File: config.mk
export PLATFORM = sky130hd
export DESIGN_NAME = ebsme_top
export DESIGN_NICKNAME = d
export VERILOG_FILES = /design/src/hdl/ebsme_pkg.sv /design/src/hdl/ebsme_osc_div.sv /design/src/hdl/ebsme_top.sv
export SDC_FILE = /design/constraint.sdc
export NUM_CORES = 1
export LEC_CHECK = 0
export BUFFER_PORTS_ARGS = -buffer_cell sky130_fd_sc_hd__buf_2
export CORE_MARGIN = 8
export CORE_UTILIZATION = 50
export CTS_BUF_LIST = sky130_fd_sc_hd__clkbuf_8
export CTS_CLUSTER_SIZE = 14
export DETAILED_ROUTE_END_ITERATION = 8
export HOLD_SLACK_MARGIN = 0.08
export PLACE_DENSITY = 0.78
export REMOVE_ABC_BUFFERS = 1
export SKIP_LAST_GASP = 1
export SLEW_MARGIN = 20
export SYNTH_ARGS = -nofsm -noshare
export SYNTH_HDL_FRONTEND = slang
export SYNTH_SLANG_ARGS = --single-unit
File: constraint.sdc
create_clock -name i_core_clk -period 1.4 [get_ports i_core_clk]
set_input_delay 0.07 -clock i_core_clk [delete_from_list [all_inputs] [get_ports i_core_clk]]
set_output_delay 0.07 -clock i_core_clk [all_outputs]
set_load 0.05 [all_outputs]
File: src/hdl/ebsme_pkg.sv
package ebsme_pkg;

    // ==========================================================
    // Clock and timing
    // ==========================================================
    localparam int unsigned CORE_CLK_MHZ     = 100;
    localparam int unsigned OSC_PER_MC_X1    = 12;
    localparam int unsigned OSC_PER_MC_X2    = 6;
    localparam int unsigned RST_HOLD_MC      = 2;
    localparam int unsigned HOST_HOLD_MC     = 20;
    localparam int unsigned PHASE_W          = 4;
    localparam int unsigned HOLD_W           = 5;

    localparam logic [PHASE_W-1:0] PH_ZERO   = 4'h0;
    localparam logic [PHASE_W-1:0] PH_ALE1   = 4'h0;
    localparam logic [PHASE_W-1:0] PH_ALE2_X1 = 4'h6;
    localparam logic [PHASE_W-1:0] PH_ALE2_X2 = 4'h3;
    localparam logic [PHASE_W-1:0] PH_RD_X1  = 4'h7;
    localparam logic [PHASE_W-1:0] PH_RD_X2  = 4'h4;
    localparam logic [PHASE_W-1:0] PH_PS1_X1 = 4'h2;
    localparam logic [PHASE_W-1:0] PH_PS2_X1 = 4'h8;
    localparam logic [PHASE_W-1:0] PH_PS1_X2 = 4'h1;
    localparam logic [PHASE_W-1:0] PH_PS2_X2 = 4'h4;
    localparam logic [PHASE_W-1:0] PH_LEN    = 4'h3;
    // Shorter pulses in double speed, or the two pulses of a cycle merge
    localparam logic [PHASE_W-1:0] PH_LEN_X2 = 4'h2;

    localparam logic [1:0] LOCK_LEVEL_MAX    = 2'h3;

    // ==========================================================
    // Types
    // ==========================================================
    typedef enum logic [1:0] {
        EBSME_ST_RESET,
        EBSME_ST_SAMPLE,
        EBSME_ST_NORMAL,
        EBSME_ST_HOST
    } ebsme_mode_e;

    typedef struct packed {
        logic        valid;
        logic        write;
        logic        wide;
        logic [15:0] addr;
        logic [7:0]  wdata;
    } ebsme_xdata_s;

    typedef struct packed {
        logic       ps_rd_n;
        logic       ale;
        logic       rd_n;
        logic       wr_n;
        logic [7:0] addr_hi;
        logic       addr_hi_oe_n;
    } ebsme_pins_s;

endpackage

File: src/hdl/ebsme_osc_div.sv
`timescale 1ns/100ps
module ebsme_osc_div
    import ebsme_pkg::*;
(
    // Clock and reset
    input  wire logic               i_core_clk,
    input  wire logic               i_rst_b,
    // Control
    input  wire logic               i_osc_tick,
    input  wire logic               i_double_speed,
    // Phase
    output logic [ebsme_pkg::PHASE_W-1:0] o_phase,
    output logic                    o_mc_start
);
    import ebsme_pkg::*;

    logic [PHASE_W-1:0] last;

    // Twelve oscillator periods per cycle, six in double speed
    assign last = i_double_speed ? PHASE_W'(OSC_PER_MC_X2 - 1) : PHASE_W'(OSC_PER_MC_X1 - 1);

    always_ff @(posedge i_core_clk or negedge i_rst_b) begin
        if (!i_rst_b) begin
            o_phase <= PH_ZERO;
        end else if (i_osc_tick) begin
            o_phase <= (o_phase >= last) ? PH_ZERO : o_phase + 1'b1;
        end
    end

    assign o_mc_start = i_osc_tick && (o_phase >= last);
endmodule

File: src/hdl/ebsme_top.sv
`timescale 1ns/100ps
// How it works
// - Reset input high for two sampled machine cycles resets the device.
// - Strobe pin falling after reset held more than twenty machine cycles enters host programming mode.
// - Program store strobe stays high while running from internal memory.
// - External fetch pulses the strobe twice per cycle, once on data cycles.
// - Lock level 3 ignores access select and forces internal execution.
// - Latch strobe pulses so outside logic catches the low address byte.
// - Default mode latch strobe runs at one sixth of crystal rate.
// - One latch strobe pulse dropped in each external data cycle.
// - Latch strobe off bit set to one stops latch strobe pulses.
// - Active-low data read and write strobes share port pins.
// - During flash programming the latch pin is the programming pulse input.
// - Double speed mode runs the latch strobe at one third crystal rate.
// - High address byte driven for external fetches and wide data cycles.
module ebsme_top
    import ebsme_pkg::*;
(
    // Clock and reset
    input  wire logic               i_core_clk,
    input  wire logic               i_rst_b,
    // Oscillator timing
    input  wire logic               i_osc_tick,
    input  wire logic               i_double_speed,
    // Configuration
    input  wire logic               i_latch_strobe_off_bit,
    input  wire logic [1:0]         i_lock_level,
    input  wire logic [15:0]        i_fetch_addr,
    input  wire ebsme_pkg::ebsme_xdata_s i_xdata,
    // Pins in
    input  wire logic               i_reset_pin,
    input  wire logic               i_external_access_select,
    input  wire logic               i_ps_rd_pin,
    input  wire logic               i_ale_pin,
    // Pins out
    output logic                    o_program_store_read_strobe,
    output logic                    o_program_store_read_strobe_oe_n,
    output logic                    o_ale,
    output logic                    o_ale_oe_n,
    output logic                    o_rd_n,
    output logic                    o_wr_n,
    output logic [7:0]              o_addr_hi,
    output logic                    o_addr_hi_oe_n,
    // Status
    output logic                    o_core_reset,
    output logic                    o_host_mode,
    output logic                    o_external_exec,
    output logic                    o_mc_start,
    output logic                    o_programming_pulse_input
);
    import ebsme_pkg::*;

    // ==========================================================
    // Reset release and cycle timing
    // ==========================================================
    logic               rst_meta;
    logic               rst_sync_b;
    logic [PHASE_W-1:0] phase;
    logic               mc_start;
    logic               dbl;

    always_ff @(posedge i_core_clk or negedge i_rst_b) begin
        if (!i_rst_b) begin
            rst_meta   <= 1'b0;
            rst_sync_b <= 1'b0;
        end else begin
            rst_meta   <= 1'b1;
            rst_sync_b <= rst_meta;
        end
    end

    assign dbl = i_double_speed;

    ebsme_osc_div u_div (
        .i_core_clk     (i_core_clk),
        .i_rst_b        (rst_sync_b),
        .i_osc_tick     (i_osc_tick),
        .i_double_speed (dbl),
        .o_phase        (phase),
        .o_mc_start     (mc_start)
    );

    // ==========================================================
    // Reset detection and mode entry
    // ==========================================================
    logic [HOLD_W-1:0] rst_hi_mc;
    logic              ps_prev;
    logic              ps_fell;
    ebsme_mode_e       mode;

    // Count machine cycle starts seen with reset pin held high
    always_ff @(posedge i_core_clk or negedge rst_sync_b) begin
        if (!rst_sync_b) begin
            rst_hi_mc <= '0;
        end else if (!i_reset_pin) begin
            rst_hi_mc <= '0;
        end else if (mc_start && rst_hi_mc != '1) begin
            rst_hi_mc <= rst_hi_mc + 1'b1;
        end
    end

    always_ff @(posedge i_core_clk or negedge rst_sync_b) begin
        if (!rst_sync_b) begin
            ps_prev <= 1'b1;
        end else begin
            ps_prev <= i_ps_rd_pin;
        end
    end

    assign ps_fell = ps_prev && !i_ps_rd_pin;

    // Host entry needs the programmer to keep reset high past the hold
    always_ff @(posedge i_core_clk or negedge rst_sync_b) begin
        if (!rst_sync_b) begin
            mode <= EBSME_ST_RESET;
        end else begin
            unique case (mode)
                EBSME_ST_RESET: begin
                    if (!i_reset_pin) begin
                        mode <= EBSME_ST_NORMAL;
                    end else if (rst_hi_mc >= HOLD_W'(RST_HOLD_MC)) begin
                        mode <= EBSME_ST_SAMPLE;
                    end
                end
                EBSME_ST_SAMPLE: begin
                    if (!i_reset_pin) begin
                        mode <= EBSME_ST_NORMAL;
                    end else if (ps_fell && rst_hi_mc > HOLD_W'(HOST_HOLD_MC)) begin
                        mode <= EBSME_ST_HOST;
                    end
                end
                EBSME_ST_NORMAL: begin
                    if (rst_hi_mc >= HOLD_W'(RST_HOLD_MC)) begin
                        mode <= EBSME_ST_SAMPLE;
                    end
                end
                EBSME_ST_HOST: begin
                    if (!i_reset_pin) begin
                        mode <= EBSME_ST_NORMAL;
                    end
                end
            endcase
        end
    end

    // ==========================================================
    // Execution source
    // ==========================================================
    logic ext_exec;
    logic run;

    assign run = (mode == EBSME_ST_NORMAL);
    // Top lock level overrides the select pin
    assign ext_exec = run && !i_external_access_select
                      && (i_lock_level != LOCK_LEVEL_MAX);

    // ==========================================================
    // Strobe generation
    // ==========================================================
    logic               data_cyc;
    logic               data_wr;
    logic               data_wide;
    logic [15:0]        data_addr;
    logic [PHASE_W-1:0] ale2_ph;
    logic [PHASE_W-1:0] rd_ph;
    logic [PHASE_W-1:0] ps1_ph;
    logic [PHASE_W-1:0] ps2_ph;
    logic [PHASE_W-1:0] pulse_len;
    logic               next_ale;
    logic               next_ps;
    logic               next_rd_n;
    logic               next_wr_n;

    assign ale2_ph = dbl ? PH_ALE2_X2 : PH_ALE2_X1;
    assign rd_ph   = dbl ? PH_RD_X2   : PH_RD_X1;
    assign ps1_ph  = dbl ? PH_PS1_X2  : PH_PS1_X1;
    assign ps2_ph  = dbl ? PH_PS2_X2  : PH_PS2_X1;
    assign pulse_len = dbl ? PH_LEN_X2 : PH_LEN;

    // Data request is held for the whole machine cycle it starts
    always_ff @(posedge i_core_clk or negedge rst_sync_b) begin
        if (!rst_sync_b) begin
            data_cyc  <= 1'b0;
            data_wr   <= 1'b0;
            data_wide <= 1'b0;
            data_addr <= '0;
        end else if (mc_start) begin
            data_cyc  <= i_xdata.valid && run;
            data_wr   <= i_xdata.write;
            data_wide <= i_xdata.wide;
            data_addr <= i_xdata.addr;
        end
    end

    always_comb begin
        next_ale = 1'b0;
        if (run && !i_latch_strobe_off_bit) begin
            if (phase < pulse_len) begin
                next_ale = 1'b1;
            end else if (phase >= ale2_ph && phase < ale2_ph + pulse_len && !data_cyc) begin
                next_ale = 1'b1;
            end
        end
        next_ps = 1'b1;
        if (ext_exec) begin
            if (phase >= ps1_ph && phase < ps1_ph + pulse_len) begin
                next_ps = 1'b0;
            end else if (!data_cyc && phase >= ps2_ph && phase < ps2_ph + pulse_len) begin
                next_ps = 1'b0;
            end
        end
        next_rd_n = 1'b1;
        next_wr_n = 1'b1;
        if (data_cyc && phase >= rd_ph) begin
            next_rd_n = data_wr;
            next_wr_n = !data_wr;
        end
    end

    // Pins registered so every output leaves a flip-flop
    always_ff @(posedge i_core_clk or negedge rst_sync_b) begin
        if (!rst_sync_b) begin
            o_ale                            <= 1'b0;
            o_ale_oe_n                       <= 1'b1;
            o_program_store_read_strobe      <= 1'b1;
            o_program_store_read_strobe_oe_n <= 1'b1;
            o_rd_n                           <= 1'b1;
            o_wr_n                           <= 1'b1;
        end else begin
            o_ale                            <= next_ale;
            o_ale_oe_n                       <= (mode == EBSME_ST_HOST) || !run;
            o_program_store_read_strobe      <= next_ps;
            o_program_store_read_strobe_oe_n <= !run;
            o_rd_n                           <= next_rd_n;
            o_wr_n                           <= next_wr_n;
        end
    end

    // ==========================================================
    // High address byte
    // ==========================================================
    always_ff @(posedge i_core_clk or negedge rst_sync_b) begin
        if (!rst_sync_b) begin
            o_addr_hi      <= 8'h00;
            o_addr_hi_oe_n <= 1'b1;
        end else if (data_cyc && data_wide && phase >= ale2_ph) begin
            o_addr_hi      <= data_addr[15:8];
            o_addr_hi_oe_n <= 1'b0;
        end else if (ext_exec) begin
            o_addr_hi      <= i_fetch_addr[15:8];
            o_addr_hi_oe_n <= 1'b0;
        end else begin
            o_addr_hi_oe_n <= 1'b1;
        end
    end

    // ==========================================================
    // Status
    // ==========================================================
    always_ff @(posedge i_core_clk or negedge rst_sync_b) begin
        if (!rst_sync_b) begin
            o_core_reset              <= 1'b1;
            o_host_mode               <= 1'b0;
            o_external_exec           <= 1'b0;
            o_mc_start                <= 1'b0;
            o_programming_pulse_input <= 1'b1;
        end else begin
            o_core_reset              <= !run && (mode != EBSME_ST_HOST);
            o_host_mode               <= (mode == EBSME_ST_HOST);
            o_external_exec           <= ext_exec;
            o_mc_start                <= mc_start;
            o_programming_pulse_input <= (mode == EBSME_ST_HOST) ? i_ale_pin : 1'b1;
        end
    end
endmodule

==> summary by stage <==
Placed design
The count of buffers from port buffering is between 40 and 50. The final HPWL from detailed placement is roughly 3.6 mm. The routability congestion estimate from global placement is around 0.88. After detailed placement, the total cell area comes to between 2000 and 3000 µm². The total placed cells including tap cells is 309.

Worst setup path
The peak fanout along the critical path is 5. Traced cell by cell, the critical path runs through inv_2 > ha_4 > nand2_2 > a311o_1 > and3_4 > mux2_4. STA classifies the critical path endpoint as a flip-flop.

The startpoint type of the worst setup path is a flip-flop. The worst-path cell with the longest stage delay is sky130_fd_sc_hd__a311o_1. In this run the critical register-to-register path is captured at o_addr_hi[5]. For this run, the slowest stage of the critical path takes 400 ps. The critical path class is reg -> reg.

The end point of the critical path is o_addr_hi[5]. The origin of the worst setup path is u_div.o_phase[0]. The arrival time of the worst setup path is 1970 ps.

The worst-case reg-to-reg path depth is 6. The worst reg2reg path startpoint is u_div.o_phase[0]. Data on the critical path is required at its endpoint by approximately 1600 ps. The minimum setup slack among reg-to-reg paths is -380 ps.

Timing
The clock arrives with about 7.6 ps of skew. The final setup TNS is -9130 ps. The worst-case setup margin in the final layout is -381 ps. The shortest clock period the worst path allows after layout is roughly 1800 ps. Setup violations remaining at the end of the flow were counted as 31.

Derived from the worst setup path, the maximum achievable clock frequency is 561 MHz. The number of hold-slack violations in the final timing report came to 0. Setup repair after global routing could not meet its margin everywhere. The count of pins over their slew limit is 0. After layout, the worst path uses 127% of the clock period.

Routing
The routed design has ~5.5 mm of wire. The number of nets with antenna violations after routing is 0. The average detailed-routed wire length per instance is 15.8 µm. For this run, design rule violations remaining after detail routing come to 0. The pre-antenna-repair detailed-routing pass consisted of 4 iterations.

The count of vias placed by the detailed router is 1785. Dividing the detail-routed via count by the number of cells gives roughly 5.2. The DRC violation total after the first TritonRoute iteration is 49.

Clock tree
No sink is reached through more buffers than the 2 on the longest clock path. Clock-pin slew was measured on the worst setup and hold paths at 80 ps. For the worst-skew pair, the clock arrives at the later sink with an insertion delay of 300 ps. The clock tree synthesis step divided the H-tree into 2 levels. TritonCTS built the clock tree. The clock sink total is 45. The total CTS buffers is 5. The library cell used as clock root buffer is sky130_fd_sc_hd__clkbuf_8.

Synth
For this run, the register share of the synthesized area comes to 51.9%. The average instance area after synthesis is approximately 12 µm². The flip-flop cell with the highest count after synthesis is sky130_fd_sc_hd__dfrtp_1. Counting instances in the post-synthesis netlist gives the leading cell types as 36 x sky130_fd_sc_hd__dfrtp_1, 17 x sky130_fd_sc_hd__inv_1, 17 x sky130_fd_sc_hd__mux2_2. The cell count after synthesis is 180. The count of synthesis-stage warnings from yosys is 0.

Summed over all instances, the cell type with the most area after synthesis is sky130_fd_sc_hd__dfrtp_1. The post-synthesis register bit count is 45. Of all flip-flops after synthesis, the portion carrying an async set or reset was between 90% and 100%. The number of enable-type register cells in the synthesized netlist is 0. The library cell with the highest instance count after synthesis is sky130_fd_sc_hd__dfrtp_1. Ranked by total cell area, the synthesized netlist is headed by sky130_fd_sc_hd__dfrtp_1 41%, sky130_fd_sc_hd__dfstp_2 11%, sky130_fd_sc_hd__mux2_2 8.7%. Yosys mapped the design onto 40 distinct sky130hd cell types.

The cell area that synthesis handed to floorplanning was about 2200 µm². The top-area cell type share of the netlist area is roughly two fifths.

Cells and area
The antenna diode count is 0. The post-layout instance count excluding filler cells is 346. After the last flow step, the layout net total stands at 360. Once layout is done, the placed cells without fillers occupy 3380 µm². The area growth from synthesis to layout is 54.2%. In the final layout, the share of cells above drive strength 1 is 59.2%.

Power
The analysis attributes to cell leakage a power of 0.00159 µW. The post-route total power is 6700 µW. The power density normalized to cell area is 1980 nW/µm². The peak ir drop on the vdd network is 0.769 mV.

Global routing
The number of antenna violations at the first check in global routing came to 0. For this run the aggregate overflow at the end of global routing stands at 0. The largest net degree at the start of global routing is 34. The first-pass GRT wire length is 8.76 mm.

The combined global-route utilization of all metal layers is 17.1%. The number of global-route vias before repair is approximately 1800.

Die
The area enclosed by the die boundary is 6760 µm². The die span in x is 82.2 µm. The number of cell rows is 24. The number of primary I/O pins is 74. Once the floorplan was initialized, standard cells occupied 51.0% of the core.

The vertical die dimension is 82.2 µm. The area of the core region is 4290 µm².

Worst hold path
The min-delay analysis places its worst path in the category in -> reg. Counting instances, the worst hold path has a depth of 3.

Run status
The run finished, with violations left. The checks that failed: negative setup slack.

Job
The tool flagged a number of max-cap violations equal to 0.
==> metal layers <==
metal / global-route usage, % / wire length (µm) / vias up
met2: 28.1 / 2610 / 62
met5: 0 / 0 / -
met1: 20.0 / 2210 / 850
li1: - / - / 855
met3: 4.55 / 449 / 18
met4: 9.30 / 212 / 0
==> worst max-delay path: cells and delay by family (launching register included) <==
family	cells	cell delay [ps]
adders and majority gates	1	280
muxes	1	300
buffers and inverters	1	80
AOI/OAI and AO/OA	1	400
and+or+nand+nor	2	250
DFF	1	370
==> cells in the final DEF, fill, tap and decap left out, types with 3 or more instances in the layout <==
cell type                       synthesis  layout
sky130_fd_sc_hd__ha_1                  13       3
sky130_fd_sc_hd__dfrtp_1               36      35
sky130_fd_sc_hd__a21oi_1               11       5
sky130_fd_sc_hd__o21ai_1                0       3
sky130_fd_sc_hd__nand2_1                9       5
sky130_fd_sc_hd__mux2i_1                4       4
sky130_fd_sc_hd__and3_4                 0       3
sky130_fd_sc_hd__buf_2                  0      49
sky130_fd_sc_hd__inv_1                 17      15
sky130_fd_sc_hd__ha_4                   0       8
sky130_fd_sc_hd__buf_4                  0      32
sky130_fd_sc_hd__dfstp_2                9       9
sky130_fd_sc_hd__nand2b_1               6       6
sky130_fd_sc_hd__buf_6                  2       6
sky130_fd_sc_hd__a21oi_2                1       6
sky130_fd_sc_hd__mux2_2                17      17
sky130_fd_sc_hd__mux2_4                 8       8
sky130_fd_sc_hd__dlygate4sd3_1          0      18
sky130_fd_sc_hd__nand3_1                8       7
sky130_fd_sc_hd__clkbuf_8               0       5
==> metrics by stage <==
stage | worst slack (ps) | util, % | hold slack, ps
6_report | -381 | 78.7 | 128
3_5_place_dp | -594 | 63.6 | -143
3_3_place_gp | -533 | 63.6 | -145
2_1_floorplan | -607 | - | -226
4_1_cts | -381 | 75.8 | 119
5_1_grt | -435 | 78.7 | 129
==> layout make-up <==
| cell class | instances | area, µm² |
|---|---|---|
| sequential | 45 | 1140 |
| timing repair buffer | 107 | 773 |
| tap | 52 | 65.1 |
| clock inverter | 3 | 42.5 |
| fill | 235 | 915 |
| clock buffer | 5 | 68.8 |
| inverter | 18 | 72.6 |
| multi-input combinational | 116 | 1220 |
==> power by group <==
group / internal, µW / leakage, µW / total [µW] / switching, µW
combinational: 1640 / 0.000990 / 3670 / 2030
clock: 529 / 0.0000595 / 965 / 436
sequential: 1820 / 0.000538 / 2060 / 238
==> flip-flops by register name, summed over array words and instances, names as in the netlist, 2 cells and up <==
name	cells
data_addr	8
mode	2
rst_hi_mc	5
u_div.o_phase	4
o_addr_hi	8
==> worst min-delay path by stage <==
| stage | start | to |
|---|---|---|
| final | i_fetch_addr[9] | o_addr_hi[1] |
| after global routing | i_fetch_addr[9] | o_addr_hi[1] |
| after CTS | i_fetch_addr[9] | o_addr_hi[1] |
| after detailed placement | i_rst_b | rst_meta |
| after global placement | i_rst_b | rst_meta |
| after floorplan | i_rst_b | rst_meta |
==> kinds of logic after synthesis <==
family                     after synthesis  share of synthesized area [%]
and+or+nand+nor                         38                           9.13
adders and majority gates               13                           7.42
buffers and inverters                   20                           4.11
AOI/OAI and AO/OA                       33                           10.7
other                                    1                          0.171
muxes                                   30                           16.6
DFF                                     45                           51.9
==> what timing repair did <==
action / in CTS / in global routing
setup buffers: 5 / 9
hold endpoints to repair: 20 / 0
cloned: 1 / 0
pin swaps: 18 / 16
gates resized for setup: 41 / 23
endpoints found under the setup margin: 33 / 36
hold buffers: 18 / 0
Note: power is estimated with default switching activity, not from simulation.
